===== src/shared/ppg_pkg.sv =====
package ppg_pkg;

    localparam int unsigned PIN_COUNT = 32;
    localparam int unsigned HALF_WIDTH = 16;
    localparam int unsigned DATA_WIDTH = 32;
    localparam int unsigned ADDR_WIDTH = 17;
    localparam int unsigned IDX_WIDTH = 15;
    localparam int unsigned SYNC_STAGES = 2;

    typedef logic [HALF_WIDTH-1:0] ppg_half_t;
    typedef logic [IDX_WIDTH-1:0] ppg_idx_t;

    // Register indices; the byte address is four times the index.
    localparam ppg_idx_t IDX_DIR_LOW = 15'h4401;
    localparam ppg_idx_t IDX_LEVEL_LOW = 15'h4402;
    localparam ppg_idx_t IDX_EN_MID = 15'h4403;
    localparam ppg_idx_t IDX_DIR_MID = 15'h4404;
    localparam ppg_idx_t IDX_LEVEL_SNAP = 15'h4410;
    localparam ppg_idx_t IDX_DRIVE_STAT = 15'h4411;

    localparam ppg_half_t DIR_LOW_RESET = 16'h0000;
    localparam ppg_half_t EN_MID_RESET = 16'h0000;
    localparam ppg_half_t DIR_MID_RESET = 16'h0000;

endpackage


===== src/shared/ppg_pin_if.sv =====
`timescale 1ns/1ps
interface ppg_pin_if #(parameter int unsigned WIDTH = ppg_pkg::PIN_COUNT);
    logic [WIDTH-1:0] en;
    logic [WIDTH-1:0] dir;
    logic [WIDTH-1:0] dat;
    logic bus_owns;
    logic [WIDTH-1:0] drive_active;

    modport ctl (output en, output dir, output dat, output bus_owns, input drive_active);
    modport drv (input en, input dir, input dat, input bus_owns, output drive_active);
endinterface // ppg_pin_if


===== src/verilog/ppg_pin_sync.sv =====
`timescale 1ns/1ps
module ppg_pin_sync #(
    parameter int unsigned WIDTH = ppg_pkg::PIN_COUNT
) (
    // Clock and reset
    input wire logic clk_sys_in,
    input wire logic srst_in,
    // Raw pad levels and their synchronised copy
    input wire logic [WIDTH-1:0] pad_in,
    output logic [WIDTH-1:0] level_out
);

    logic [WIDTH-1:0] meta_q;

    // The first stage feeds only the second; the pads are asynchronous to the core.
    genvar g;
    generate
        for (g = 0; g < WIDTH; g++)
        begin : g_sync
            always_ff @(posedge clk_sys_in)
            begin
                meta_q[g] <= pad_in[g];
                level_out[g] <= meta_q[g];
            end
        end
    endgenerate
endmodule // ppg_pin_sync


===== src/verilog/ppg_pin_drive.sv =====
`timescale 1ns/1ps
module ppg_pin_drive #(
    parameter int unsigned WIDTH = ppg_pkg::PIN_COUNT
) (
    // Clock and reset
    input wire logic clk_sys_in,
    input wire logic srst_in,
    // Pin controls
    ppg_pin_if.drv pins,
    // Pads
    output logic [WIDTH-1:0] pad_out,
    output logic [WIDTH-1:0] pad_oe_n_out
);

    genvar g;
    generate
        for (g = 0; g < WIDTH; g++)
        begin : g_pin
            always_ff @(posedge clk_sys_in)
            begin
                if (srst_in)
                begin
                    pad_out[g] <= 1'b0;
                    pad_oe_n_out[g] <= 1'b1;
                end
                else
                begin
                    pad_out[g] <= pins.dat[g];
                    // The bus select wins over the enable bit, which only gates a freed pin.
                    pad_oe_n_out[g] <= ~(pins.en[g] & ~pins.bus_owns & pins.dir[g]);
                end
            end
        end
    endgenerate

    assign pins.drive_active = ~pad_oe_n_out;
endmodule // ppg_pin_drive


===== src/verilog/ppg_gpio_bank.sv =====
`timescale 1ns/1ps
module ppg_gpio_bank (
    // Clock and reset
    input wire logic clk_sys_in,
    input wire logic srst_in,
    // Avalon-MM slave
    input wire logic [ppg_pkg::ADDR_WIDTH-1:0] avs_address_in,
    input wire logic avs_read_in,
    input wire logic avs_write_in,
    input wire logic [ppg_pkg::DATA_WIDTH-1:0] avs_writedata_in,
    input wire logic [3:0] avs_byteenable_in,
    output logic [ppg_pkg::DATA_WIDTH-1:0] avs_readdata_out,
    output logic avs_waitrequest_out,
    // Neighbouring register blocks and bus select
    input wire logic [ppg_pkg::HALF_WIDTH-1:0] pin_function_enable_low_in,
    input wire logic [ppg_pkg::HALF_WIDTH-1:0] pin_level_mid_in,
    input wire logic bus_select_owns_pins_in,
    // Pads
    input wire logic [ppg_pkg::PIN_COUNT-1:0] pad_in,
    output logic [ppg_pkg::PIN_COUNT-1:0] pad_out,
    output logic [ppg_pkg::PIN_COUNT-1:0] pad_oe_n_out,
    // Synchronised pin levels for the neighbouring data register
    output logic [ppg_pkg::PIN_COUNT-1:0] pin_level_sync_out
);

    ppg_pkg::ppg_half_t dir_low_q;
    ppg_pkg::ppg_half_t level_low_q;
    ppg_pkg::ppg_half_t level_low_d;
    ppg_pkg::ppg_half_t en_mid_q;
    ppg_pkg::ppg_half_t dir_mid_q;
    ppg_pkg::ppg_idx_t req_idx;
    logic wait_q;
    logic wr_go;
    logic rd_take;
    logic [ppg_pkg::DATA_WIDTH-1:0] rd_value;
    logic [ppg_pkg::DATA_WIDTH-1:0] rdata_q;
    logic [ppg_pkg::PIN_COUNT-1:0] sync_level;

    ppg_pin_if #(.WIDTH(ppg_pkg::PIN_COUNT)) pins ();

    function automatic logic reg_hit(input ppg_pkg::ppg_idx_t idx, input ppg_pkg::ppg_idx_t target);
        reg_hit = (idx == target);
    endfunction

    // Only the four control registers and the two read-only status words decode.
    function automatic logic reg_mapped(input ppg_pkg::ppg_idx_t idx);
        reg_mapped = reg_hit(idx, ppg_pkg::IDX_DIR_LOW) || reg_hit(idx, ppg_pkg::IDX_LEVEL_LOW)
            || reg_hit(idx, ppg_pkg::IDX_EN_MID) || reg_hit(idx, ppg_pkg::IDX_DIR_MID)
            || reg_hit(idx, ppg_pkg::IDX_LEVEL_SNAP) || reg_hit(idx, ppg_pkg::IDX_DRIVE_STAT);
    endfunction

    function automatic ppg_pkg::ppg_half_t lane_merge(
        input ppg_pkg::ppg_half_t old_val,
        input logic [ppg_pkg::DATA_WIDTH-1:0] wdata,
        input logic [3:0] be
    );
        lane_merge = old_val;
        if (be[0])
        begin
            lane_merge[7:0] = wdata[7:0];
        end
        if (be[1])
        begin
            lane_merge[15:8] = wdata[15:8];
        end
    endfunction

    ppg_pin_sync #(.WIDTH(ppg_pkg::PIN_COUNT)) u_sync (
        .clk_sys_in(clk_sys_in),
        .srst_in(srst_in),
        .pad_in(pad_in),
        .level_out(sync_level)
    );

    ppg_pin_drive #(.WIDTH(ppg_pkg::PIN_COUNT)) u_drive (
        .clk_sys_in(clk_sys_in),
        .srst_in(srst_in),
        .pins(pins.drv),
        .pad_out(pad_out),
        .pad_oe_n_out(pad_oe_n_out)
    );

    assign pin_level_sync_out = sync_level;

    // Low set bit n serves pin n; mid set bit n serves pin 16 + n.
    assign pins.en = {en_mid_q, pin_function_enable_low_in};
    assign pins.dir = {dir_mid_q, dir_low_q};
    assign pins.dat = {pin_level_mid_in, level_low_q};
    assign pins.bus_owns = bus_select_owns_pins_in;

    assign req_idx = avs_address_in[ppg_pkg::ADDR_WIDTH-1:2];
    // A read is latched on the first cycle; a write lands on the edge that sees waitrequest low.
    assign rd_take = avs_read_in & wait_q;
    assign wr_go = avs_write_in & ~wait_q;

    always_ff @(posedge clk_sys_in)
    begin
        if (srst_in)
        begin
            wait_q <= 1'b1;
        end
        else if (!wait_q)
        begin
            wait_q <= 1'b1;
        end
        else if (avs_read_in || avs_write_in)
        begin
            wait_q <= 1'b0;
        end
    end

    assign avs_waitrequest_out = wait_q;

    always_ff @(posedge clk_sys_in)
    begin
        if (srst_in)
        begin
            dir_low_q <= ppg_pkg::DIR_LOW_RESET;
        end
        else if (wr_go && reg_hit(req_idx, ppg_pkg::IDX_DIR_LOW))
        begin
            dir_low_q <= lane_merge(dir_low_q, avs_writedata_in, avs_byteenable_in);
        end
    end

    always_ff @(posedge clk_sys_in)
    begin
        if (srst_in)
        begin
            en_mid_q <= ppg_pkg::EN_MID_RESET;
        end
        else if (wr_go && reg_hit(req_idx, ppg_pkg::IDX_EN_MID))
        begin
            en_mid_q <= lane_merge(en_mid_q, avs_writedata_in, avs_byteenable_in);
        end
    end

    always_ff @(posedge clk_sys_in)
    begin
        if (srst_in)
        begin
            dir_mid_q <= ppg_pkg::DIR_MID_RESET;
        end
        else if (wr_go && reg_hit(req_idx, ppg_pkg::IDX_DIR_MID))
        begin
            dir_mid_q <= lane_merge(dir_mid_q, avs_writedata_in, avs_byteenable_in);
        end
    end

    // Input bits track the pin every cycle, so turning a pin into an output starts it at
    // its present level instead of a stale value. A write to an input bit is not kept.
    always_comb
    begin
        level_low_d = level_low_q;
        if (wr_go && reg_hit(req_idx, ppg_pkg::IDX_LEVEL_LOW))
        begin
            level_low_d = lane_merge(level_low_q, avs_writedata_in, avs_byteenable_in);
        end
        level_low_d = (dir_low_q & level_low_d) | (~dir_low_q & sync_level[ppg_pkg::HALF_WIDTH-1:0]);
    end

    always_ff @(posedge clk_sys_in)
    begin
        if (srst_in)
        begin
            // No fixed value: the reset loads whatever level the pins show.
            level_low_q <= sync_level[ppg_pkg::HALF_WIDTH-1:0];
        end
        else
        begin
            level_low_q <= level_low_d;
        end
    end

    always_comb
    begin
        rd_value = '0;
        if (reg_hit(req_idx, ppg_pkg::IDX_DIR_LOW))
        begin
            rd_value[ppg_pkg::HALF_WIDTH-1:0] = dir_low_q;
        end
        else if (reg_hit(req_idx, ppg_pkg::IDX_LEVEL_LOW))
        begin
            rd_value[ppg_pkg::HALF_WIDTH-1:0] = level_low_q;
        end
        else if (reg_hit(req_idx, ppg_pkg::IDX_EN_MID))
        begin
            rd_value[ppg_pkg::HALF_WIDTH-1:0] = en_mid_q;
        end
        else if (reg_hit(req_idx, ppg_pkg::IDX_DIR_MID))
        begin
            rd_value[ppg_pkg::HALF_WIDTH-1:0] = dir_mid_q;
        end
        else if (reg_hit(req_idx, ppg_pkg::IDX_LEVEL_SNAP))
        begin
            rd_value = sync_level;
        end
        else if (reg_hit(req_idx, ppg_pkg::IDX_DRIVE_STAT))
        begin
            rd_value = pins.drive_active;
        end
    end

    always_ff @(posedge clk_sys_in)
    begin
        if (srst_in)
        begin
            rdata_q <= '0;
        end
        else if (rd_take)
        begin
            rdata_q <= rd_value;
        end
    end

    assign avs_readdata_out = rdata_q;
endmodule // ppg_gpio_bank


===== config.mk =====
export PLATFORM = sky130hd
export DESIGN_NAME = ppg_gpio_bank
export DESIGN_NICKNAME = d
export VERILOG_FILES = /design/src/shared/ppg_pkg.sv /design/src/shared/ppg_pin_if.sv /design/src/verilog/ppg_pin_sync.sv /design/src/verilog/ppg_pin_drive.sv /design/src/verilog/ppg_gpio_bank.sv
export SDC_FILE = /design/constraint.sdc
export NUM_CORES = 1
export LEC_CHECK = 0
export BUFFER_PORTS_ARGS = -buffer_cell sky130_fd_sc_hd__buf_4
export CORE_MARGIN = 10
export CORE_UTILIZATION = 54
export DETAILED_ROUTE_END_ITERATION = 8
export PLACE_DENSITY = 0.93
export SYNTH_ARGS = -nofsm -noshare
export SYNTH_HDL_FRONTEND = slang
export SYNTH_SLANG_ARGS = --single-unit

===== constraint.sdc =====
create_clock -name clk_sys_in -period 3.3 [get_ports clk_sys_in]
set_input_delay 0.66 -clock clk_sys_in [delete_from_list [all_inputs] [get_ports clk_sys_in]]
set_output_delay 0.66 -clock clk_sys_in [all_outputs]
set_load 0.1 [all_outputs]

After elaboration in Yosys (flattened, before gate mapping):

Index checks and enable logic that the tools add are counted.

* equality and inequality tests: 6
* mux-type cells: 15
* bitwise logic cells: 105
* reductions and logical operators: 12

Operators with widths (number)
* 2-to-1 mux 16 bit: 10
* == test 15 bit, second input constant: 6
* AND 1 bit: 66
* 2-to-1 mux 32 bit: 2
* NOT 1 bit: 34
* AND 16 bit: 2
* NOT 32 bit: 1
* 2-to-1 mux 8 bit: 2
* NOT 16 bit: 1
* bitwise OR 16 bit: 1
* AND reduction 2 bit: 6
* logical AND 1 bit: 4
* OR reduction 2 bit: 1
* logical OR 1 bit: 1
* 2-to-1 mux 1 bit: 1

* flip-flop bits (word level): 225
* bits of input ports: 122
* output and inout port bits: 129

Depth between registers and ports, before layout:

Gate-level depths: netlist of the first run.

* depth in word-level cells: 7
* gate-level depth with buffers: 7

By module:

From an unflattened synthesis of the first run, not the netlist that was laid out.

* cell total of the unflattened synthesis: 811
* area, all modules: 8269.2 um2

By module, submodules not included
* ppg_gpio_bank: instances 1, cells each 577, area an instance 4954.8 um2, seq. area each 2102.0 um2
* ppg_pin_drive: instances 1, cells each 170, area an instance 2033.2 um2, seq. area each 1281.2 um2
* ppg_pin_sync: instances 1, cells each 64, area an instance 1281.2 um2, seq. area each 1281.2 um2

Worst setup path after synthesis of the first run:

Ideal clock, no wire load.

* path kind: register to register
* start point: reg wait_q (netlist: avs_waitrequest_out)
* end point: reg rdata_q, in the netlist avs_readdata_out[17]
* setup time: 118 ps
* arrival time: 2172 ps
* data required time: 3182 ps
* path slack: 1010 ps
* stages on the path, launching flop included: 8
* buffers on the path: 3
* path through: dfxtp_1 -> and2_1 -> clkbuf_1 -> clkbuf_1 -> clkbuf_1 -> o21ai_0 -> a21oi_1 -> nor2_1

* cells in the longest elaborated chain, start to end: 1

Ends and longest elaborated chain
* start, declared: RTL line ppg_gpio_bank.sv:32 `logic wait_q;`
* start signal, assigned: RTL line ppg_gpio_bank.sv:100 `wait_q <= 1'b1;`
* start signal, assigned: RTL line ppg_gpio_bank.sv:104 `wait_q <= 1'b1;`
* start signal, assigned: RTL line ppg_gpio_bank.sv:108 `wait_q <= 1'b0;`
* AND 1 bit: RTL line ppg_gpio_bank.sv:93 `assign rd_take = avs_read_in & wait_q;`
* end signal, assigned: RTL line ppg_gpio_bank.sv:212 `rdata_q <= rd_value;`
* end, declared: RTL line ppg_gpio_bank.sv:36 `logic [ppg_pkg::DATA_WIDTH-1:0] rdata_q;`

Every way passes these cells.
A chain may end at the register's enable or synchronous reset.

Worst setup path after layout of the first run:

* start point: in avs_address_in[11] (netlist bit)
* end point: reg rdata_q, in the netlist avs_readdata_out[9]

* cells in the longest elaborated chain, start to end: 7

Ends and longest elaborated chain
* start, declared: RTL line ppg_gpio_bank.sv:7 `input wire logic [ppg_pkg::ADDR_WIDTH-1:0] avs_address_in,`
* == test 15 bit: RTL line ppg_gpio_bank.sv:42 `reg_hit = (idx == target);`
* 2-to-1 mux 32 bit: RTL line ppg_gpio_bank.sv:198 `else if (reg_hit(req_idx, ppg_pkg::IDX_DRIVE_STAT))`
* 2-to-1 mux 32 bit: RTL line ppg_gpio_bank.sv:194 `else if (reg_hit(req_idx, ppg_pkg::IDX_LEVEL_SNAP))`
* 2-to-1 mux 16 bit: RTL line ppg_gpio_bank.sv:190 `else if (reg_hit(req_idx, ppg_pkg::IDX_DIR_MID))`
* 2-to-1 mux 16 bit: RTL line ppg_gpio_bank.sv:186 `else if (reg_hit(req_idx, ppg_pkg::IDX_EN_MID))`
* 2-to-1 mux 16 bit: RTL line ppg_gpio_bank.sv:182 `else if (reg_hit(req_idx, ppg_pkg::IDX_LEVEL_LOW))`
* 2-to-1 mux 16 bit (*): RTL line ppg_gpio_bank.sv:178 `if (reg_hit(req_idx, ppg_pkg::IDX_DIR_LOW))`

Mark *: on every way between the ends. The rest lies on a longest branch, timed or not.

==> results of run 1 <==
## where the power goes
part	switching (mW)	internal, mW	leakage, nW
sequential	0.0430	2.84	1.89
combinational	0.670	0.219	1.97
clock	1.00	1.50	0.363
## worst paths after layout
| path | from | endpoint | slack (ns) | depth (start not counted) |
|---|---|---|---|---|
| hold / removal | pad_in[11] | u_sync.meta_q[11] | 0.26 | 1 |
| hold reg to reg | u_sync.meta_q[19] | u_sync.level_out[19] | 0.32 | 0 |
| setup reg to reg | avs_waitrequest_out | avs_readdata_out[9] | 1.23 | 5 |
| setup / recovery | avs_address_in[11] | avs_readdata_out[9] | 0.82 | 6 |
## Yosys cell counts, drive strengths merged
master   count
dfxtp      209
nand2      114
nor2        84
a21oi       81
o21ai       57
nand3       38
clkbuf      36
nor2b       36
mux2i       21
edfxtp      16
inv         12
o221ai      11
a211o       10
a32o         8
buf          8
nor4         7
o32a         7
a2111oi      6
nor3         6
and2         5
nand4        4
and4         3
clkinv       2
nor3b        2
nor4b        2
a21o         1
and3         1
nand4b       1
nor4bb       1
o211ai       1
or3          1
or4          1
## state kept, by name, summed over array words and instances, names as in the netlist, named ones only
signal and cells:
u_drive.pad_oe_n_out 32, dir_mid_q 16, dir_low_q 16, u_sync.level_out 32
avs_readdata_out 32, avs_waitrequest_out 1, u_drive.pad_out 32, u_sync.meta_q 32
en_mid_q 16
## cell families after synthesis
group | share of synthesized area (%)
simple gates | 19.2
buf+inv | 2.97
mux | 2.74
compound gates | 14.2
flops | 60.8
## per-layer routing
layer	global-route usage, %	part of all wire (%)	up-vias
met1	26.0	36	3231
met4	9.39	3.8	0
li1	-	-	3206
met2	40.7	50	380
met3	5.92	10	72
met5	0	0	-
## area by class of cell
| cell class | count | area share (%) |
|---|---|---|
| Sequential cell | 225 | 45.2 |
| Multi-Input combinational cell | 509 | 27.0 |
| Timing Repair Buffer | 247 | 18.0 |
| Clock buffer | 37 | 6.67 |
| Tap cell | 180 | 2.18 |
| Inverter | 14 | 0.510 |
| Clock inverter | 4 | 0.473 |
==> flow_metrics.tcl, run 1 <==
set metrics [dict create \
    vias 6889 \
    fmax_mhz 404 \
    final_cells 1216 \
    synth-seq-cells 225 \
    tns_ns 0 \
    cp_slowest_stage_delay_ns 0.57 \
    yosys.area.top_type_share_pct 54.6 \
    hp-class "input pin to flip-flop" \
    final_common_cell "buf_4" \
    grt_overflow_total 0 \
    cap_viol_max_count 0 \
    drt_iter0_drc 695 \
    placed_cells 1175 \
    worstPathRequired_ns 3.68 \
    dpl_worst_slack_ns 0.364 \
    grt_usage_pct 23.1 \
    port_buffers 230 \
    dp_hpwl_mm 16.6 \
    grt_pass1_wl_mm 37.0 \
    drc 0 \
    synth_cell_types 38 \
    routedWlPerCell_um 19.7 \
    wirelength_mm 24.0 \
    ys.warnings.count 0 \
    synth_cells 792 \
    clock-skew-final_ns 0.0200 \
    multiInputGateArea_um2 2780 \
    worst_slew_pin_slew_ns 0.868 \
    nets 1142 \
    numCtsBuffers 23 \
    initial_utilization_pct 55.3 \
    postSynthAreaPerCell_um2 9.68 \
    worstPathArrival_ns 2.86 \
    rows 43 \
    status "finished clean" \
    slew_violations 0 \
    endpoint_kind "flip-flop" \
    syn-cell-area_um2 7670 \
    hold_violations 0 \
    utilization_pct 74.3 \
    postCtsSetupBuffers 0 \
    fp.dieArea_um2 19400 \
    die_w_um 139 \
    p_leak_nw 4.22 \
    synth_nets 914 \
    areaGrowthSynthToFinish_pct 34.5 \
    layout_common_cells "buf_4, dfxtp_1, nand2_1" \
    cp_cell_sequence "buf_4 -> nor4_4 -> and3_1 -> nand3_1 -> o221ai_1 -> a21oi_1" \
    holdWs_ns 0.258 \
    path_delay_family "simple AND/OR/NAND/NOR gates" \
    slew_headroom_pct 41.9 \
    cts_hold_buf 0 \
    setup_slack_ns 0.823 \
    finalCriticalPeriod_ns 2.48 \
    clockRootBuffer "clkbuf_16" \
    cts_tree "yes" \
    antenna_left 0 \
    yosysTopAreaCell "dfxtp_1" \
    clk-insertion-delay-late_ns 0.50 \
    power_density_nw_per_um2 609 \
    first_pass_iters 5 \
    fillers 965 \
    critPathSlowestCell "nor4_4" \
    viasPerCell 5.67 \
    rsz0062_at_grt "false" \
    ys_top_cells_by_area "dfxtp_1, edfxtp_1, nand2_1" \
    num_antenna_cells 0 \
    place.gp.congestion 0.836 \
    grt_max_degree 55 \
    cts-htree-levels 1 \
    critPathLaunchType "input pin" \
    seqCellArea_um2 4660 \
    fin_total_pwr_mw 6.28 \
    ys_seq_area_share_pct 60.8 \
    die_h_um 139 \
    drive_gt1_share_pct 27.8 \
    crit_buf_inv 1 \
    cts_max_path_buffers 3 \
    placed_area_um2 9580 \
    coreArea_um2 13900 \
    cts.sinks 225 \
    vdd_ir_drop_max_mv 0.380 \
    grt_pass1_vias 6812 \
    setup_viol 0 \
    path_max_fanout 11 \
    ios 251 \
    finalCritPeriodShare_pct 75.1 \
    ctsResizeCount 0 \
    antenna_found_initial 0 \
    fin_area_um2 10300 \
    path_class "input pin to flip-flop" \
    path_clk_slew_ns 0.06 \
]
(Power assumes the default switching activity.)
==> run 2: changes to the inputs <==
--- a/config.mk
+++ b/config.mk
@@ -7,9 +7,9 @@
 export LEC_CHECK = 0
 export BUFFER_PORTS_ARGS = -buffer_cell sky130_fd_sc_hd__buf_4
 export CORE_MARGIN = 10
-export CORE_UTILIZATION = 54
+export CORE_UTILIZATION = 50
 export DETAILED_ROUTE_END_ITERATION = 8
-export PLACE_DENSITY = 0.93
+export PLACE_DENSITY = 0.88
 export SYNTH_ARGS = -nofsm -noshare
 export SYNTH_HDL_FRONTEND = slang
 export SYNTH_SLANG_ARGS = --single-unit
==> constraint.sdc (replaced) <==
create_clock -name clk_sys_in -period 2.4 [get_ports clk_sys_in]
set_input_delay 0.48 -clock clk_sys_in [delete_from_list [all_inputs] [get_ports clk_sys_in]]
set_output_delay 0.48 -clock clk_sys_in [all_outputs]
set_load 0.1 [all_outputs]
==> flow_metrics.tcl, run 2 (synthesis gave the netlist of run 1 again) <==
set metrics [dict create \
    path_clk_slew_ns 0.06 \
    finalCriticalPeriod_ns 1.96 \
    critPathLaunchType "input pin" \
    hp-class "input pin to flip-flop" \
    grt_max_degree 50 \
    clock-skew-final_ns 0.0104 \
    viasPerCell 5.60 \
    vias 6966 \
    grt_pass1_vias 6870 \
    fmax_mhz 511 \
    cp-startpoint "avs_address_in[8]" \
    comb_power_share_pct 14.3 \
    clockRootBuffer "clkbuf_16" \
    rr_worst_depth 5 \
    drive_gt1_share_pct 29.5 \
    setup_viol 0 \
    cts-htree-levels 1 \
    p_int_mw 6.23 \
    numCtsBuffers 22 \
    antenna_left 0 \
    nets 1161 \
    cts_hold_buf 0 \
    routedWlPerCell_um 19.6 \
    placed_area_um2 9790 \
    clk-insertion-delay-late_ns 0.50 \
    power_density_nw_per_um2 820 \
    drt_iter0_drc 879 \
    pwr-share-seq_pct 46.0 \
    worstPathArrival_ns 2.39 \
    place.gp.congestion 0.878 \
    antenna_found_initial 0 \
    die_w_um 144 \
    num_antenna_cells 0 \
    layout_common_cells "buf_4, dfxtp_1, nand2_1" \
    path_max_fanout 10 \
    seqCellArea_um2 4660 \
    rows 45 \
    grt_usage_pct 22.4 \
    swShare_pct 27.8 \
    multiInputGateArea_um2 2780 \
    cts_max_path_buffers 3 \
    vdd_ir_drop_max_mv 0.635 \
    hold_depth 1 \
    areaGrowthSynthToFinish_pct 37.2 \
    cap_viol_max_count 0 \
    path_class "input pin to flip-flop" \
    endpoint_kind "flip-flop" \
    coreArea_um2 15100 \
    cts.sinks 225 \
    first_pass_iters 6 \
    tns_ns 0 \
    drc 0 \
    holdWs_ns 0.0782 \
    fin_total_pwr_mw 8.63 \
    final_common_cell "buf_4" \
    fp.dieArea_um2 20700 \
    grt_pass1_wl_mm 36.6 \
    ctsResizeCount 0 \
    wirelength_mm 24.4 \
    ios 251 \
    power_switching_mw 2.40 \
    cts_tree "yes" \
    hold_violations 0 \
    status "finished clean" \
    grt_overflow_total 0 \
    port_buffers 230 \
    dp_hpwl_mm 17.1 \
    rsz0062_at_grt "false" \
    die_h_um 144 \
    fin_area_um2 10500 \
    postCtsSetupBuffers 0 \
    utilization_pct 69.7 \
    timing.rr.start "avs_waitrequest_out" \
    worst_slew_pin_slew_ns 0.858 \
    p_leak_nw 4.34 \
    slew_violations 0 \
    p_clk_share_pct 39.7 \
    initial_utilization_pct 50.8 \
    slew_headroom_pct 42.6 \
    worstPathRequired_ns 2.83 \
    finalCritPeriodShare_pct 81.5 \
    min_from "pad_in[15]" \
    fillers 1154 \
]
[run 2: cell count changes in the layout (fill, tap and decap cells not counted), moves of 2 or more]
| cell | change |
|---|---|
| clkbuf_16 | +2 |
| buf_12 | +4 |
| clkbuf_8 | -2 |
| inv_4 | +2 |
| clkbuf_1 | -3 |
| buf_4 | +16 |
[run 2: power groups by stage]
stage,logic (mW),registers (mW),clock network [mW]
after floorplan,0.200,4.68,0
after CTS,1.23,3.97,3.46
final,1.23,3.97,3.43
after global routing,1.28,3.98,3.60
after global placement,1.21,4.05,0
after detailed placement,1.23,4.05,0
[run 2: worst max-delay path, cell delays in order]
cell       delay, ns
buf_4           0.12
nor4b_4         0.45
buf_4           0.23
nand4b_1        0.15
buf_4           0.22
a2111oi_0       0.46
a2111oi_0       0.15
nor2_1          0.13
[run 2: worst paths after layout]
kind                                to  slack [ns]
setup / recovery  avs_readdata_out[11]        0.44
hold / removal       u_sync.meta_q[15]        0.08
setup reg to reg             flip-flop        0.50
hold reg to reg   u_sync.level_out[23]        0.32
[run 2: cell type report]
type,count,share of cell area (%)
clock inverters,6,0.297
multi-input cells,509,26.5
repair buffers,267,19.5
well taps,188,2.24
flip-flops and latches,225,44.3
clock buffers,34,6.65
inverters,14,0.499
[run 2: metrics by stage]
stage / std cells / worst slack, ns
after global placement: 1203 / 0.0883
final: 1243 / 0.444
after floorplan: 792 / 0.110
after CTS: 1243 / 0.508
after detailed placement: 1203 / 0.0447
after global routing: 1243 / 0.365
[run 2: routing by layer]
| layer | part of all wire [%] | up-vias | global-route usage (%) |
|---|---|---|---|
| li1 | - | 3244 | - |
| met1 | 35 | 3238 | 24.8 |
| met2 | 50 | 405 | 38.6 |
| met3 | 10 | 79 | 6.80 |
| met4 | 4.5 | 0 | 10.0 |
| met5 | 0 | - | 0 |
==> run 3: changes to the inputs <==
==> constraint.sdc (replaced) <==
create_clock -name clk_sys_in -period 2 [get_ports clk_sys_in]
set_input_delay 0.4 -clock clk_sys_in [delete_from_list [all_inputs] [get_ports clk_sys_in]]
set_output_delay 0.4 -clock clk_sys_in [all_outputs]
set_load 0.1 [all_outputs]
==> flow_metrics.tcl, run 3 (synthesis gave the netlist of run 1 again) <==
set metrics [dict create \
    status "finished clean" \
    vias 7107 \
    finalCritPeriodShare_pct 87.8 \
    num_antenna_cells 0 \
    ios 251 \
    rows 45 \
    p_leak_nw 4.51 \
    setup_viol 0 \
    cts_tree "yes" \
    drc 0 \
    coreArea_um2 15100 \
    holdWs_ns 0.00408 \
    hp-class "input pin to flip-flop" \
    swShare_pct 27.5 \
    routedWlPerCell_um 19.4 \
    finalCriticalPeriod_ns 1.76 \
    clk-insertion-delay-late_ns 0.50 \
    clockRootBuffer "clkbuf_16" \
    worstPathRequired_ns 2.43 \
    p_int_mw 7.45 \
    worstPathArrival_ns 2.19 \
    first_pass_iters 5 \
    path_max_fanout 9 \
    seqCellArea_um2 4670 \
    final_common_cell "buf_4" \
    drt_iter0_drc 673 \
    fillers 1072 \
    slew_headroom_pct 47.6 \
    fp.dieArea_um2 20700 \
    path_class "input pin to flip-flop" \
    nets 1204 \
    die_w_um 144 \
    slew_violations 0 \
    cts-htree-levels 1 \
    tns_ns 0 \
    final_cells 1286 \
    drive_gt1_share_pct 29.9 \
    critPathLaunchType "input pin" \
    die_h_um 144 \
    grt_max_degree 33 \
    hold_violations 0 \
    power_density_nw_per_um2 942 \
    cts_max_path_buffers 3 \
    pwr-share-seq_pct 46.4 \
    grt_overflow_total 0 \
    port_buffers 230 \
    vdd_ir_drop_max_mv 0.644 \
    clock-skew-final_ns 0.00635 \
    layout_common_cells "buf_4, dfxtp_1, nand2_1" \
    fin_total_pwr_mw 10.3 \
    grt_usage_pct 22.5 \
    initial_utilization_pct 50.8 \
    grt_pass1_wl_mm 36.8 \
    areaGrowthSynthToFinish_pct 42.1 \
    worst_slew_pin_slew_ns 0.782 \
    endpoint_kind "flip-flop" \
    cts.sinks 225 \
    fmax_mhz 569 \
    place.gp.congestion 0.886 \
    multiInputGateArea_um2 2780 \
    wirelength_mm 24.9 \
    antenna_left 0 \
    grt_pass1_vias 7092 \
    comb_power_share_pct 15.0 \
    power_switching_mw 2.82 \
    dp_hpwl_mm 17.7 \
    cap_viol_max_count 0 \
    antenna_found_initial 0 \
    rsz0062_at_grt "false" \
    path_clk_slew_ns 0.06 \
    numCtsBuffers 22 \
    viasPerCell 5.53 \
    placed_cells 1223 \
    p_clk_share_pct 38.6 \
]
[run 3: cell count changes in the layout (fill, tap and decap cells not counted), moves of 2 or more]
cell,delta
clkbuf_16,-2
inv_4,-2
buf_4,+18
clkbuf_1,+5
clkbuf_8,+2
buf_12,+2
dlygate4sd3_1,+23
clkinv_2,-2
[run 3: critical path: stages]
cell and delay, ns:
buf_4 0.13, nor4bb_1 0.44, buf_4 0.21, nand4b_1 0.14, buf_4 0.21, a2111oi_0 0.42, a2111oi_0 0.13, nor2_1 0.12
[run 3: final cells by class]
cell class,count,area share [%]
clock inverter,1,0.0459
clock buffer,39,6.38
timing repair buffer,310,22.6
sequential,225,42.8
tap,188,2.16
inverter,14,0.482
multi-input combinational,509,25.5
[run 3: timing repair]
item                                   CTS  global route
endpoints found under the hold margin    9            14
resized for setup                        0             0
hold buffers                             9            14
setup buffers                            0             0
[run 3: per-stage QoR]
step / cell area [um2] / utilization (%) / worst slack (ns)
after floorplan: 7670 / - / 0.0200
after global placement: 9970 / 66.1 / -0.131
after detailed placement: 9970 / 66.1 / -0.229
after CTS: 10800 / 71.3 / 0.245
after global routing: 10900 / 72.2 / 0.0999
final: 10900 / 72.2 / 0.243
[run 3: final timing paths]
path,startpoint,to,slack (ns),cells past startpoint
max reg2reg,avs_waitrequest_out,flip-flop,0.25,5
min reg2reg,u_sync.meta_q[17],u_sync.level_out[17],0.32,0
max,avs_address_in[7],avs_readdata_out[11],0.24,8
min,pad_in[11],u_sync.meta_q[11],0.004,1
[run 3: power by group through the flow]
stage | logic (mW) | registers [mW] | clock network (mW)
after floorplan | 0.240 | 5.62 | 0
after global placement | 1.47 | 4.86 | 0
after detailed placement | 1.49 | 4.86 | 0
after CTS | 1.51 | 4.77 | 4.00
after global routing | 1.60 | 4.78 | 4.18
final | 1.54 | 4.77 | 3.96
[run 3: layer usage]
metal	GRT usage (%)	vias up	routed length (um)
met4	10.7	0	1060
met2	40.1	394	12700
met3	6.07	80	2540
met5	0	-	0
li1	-	3328	-
met1	24.1	3305	8600
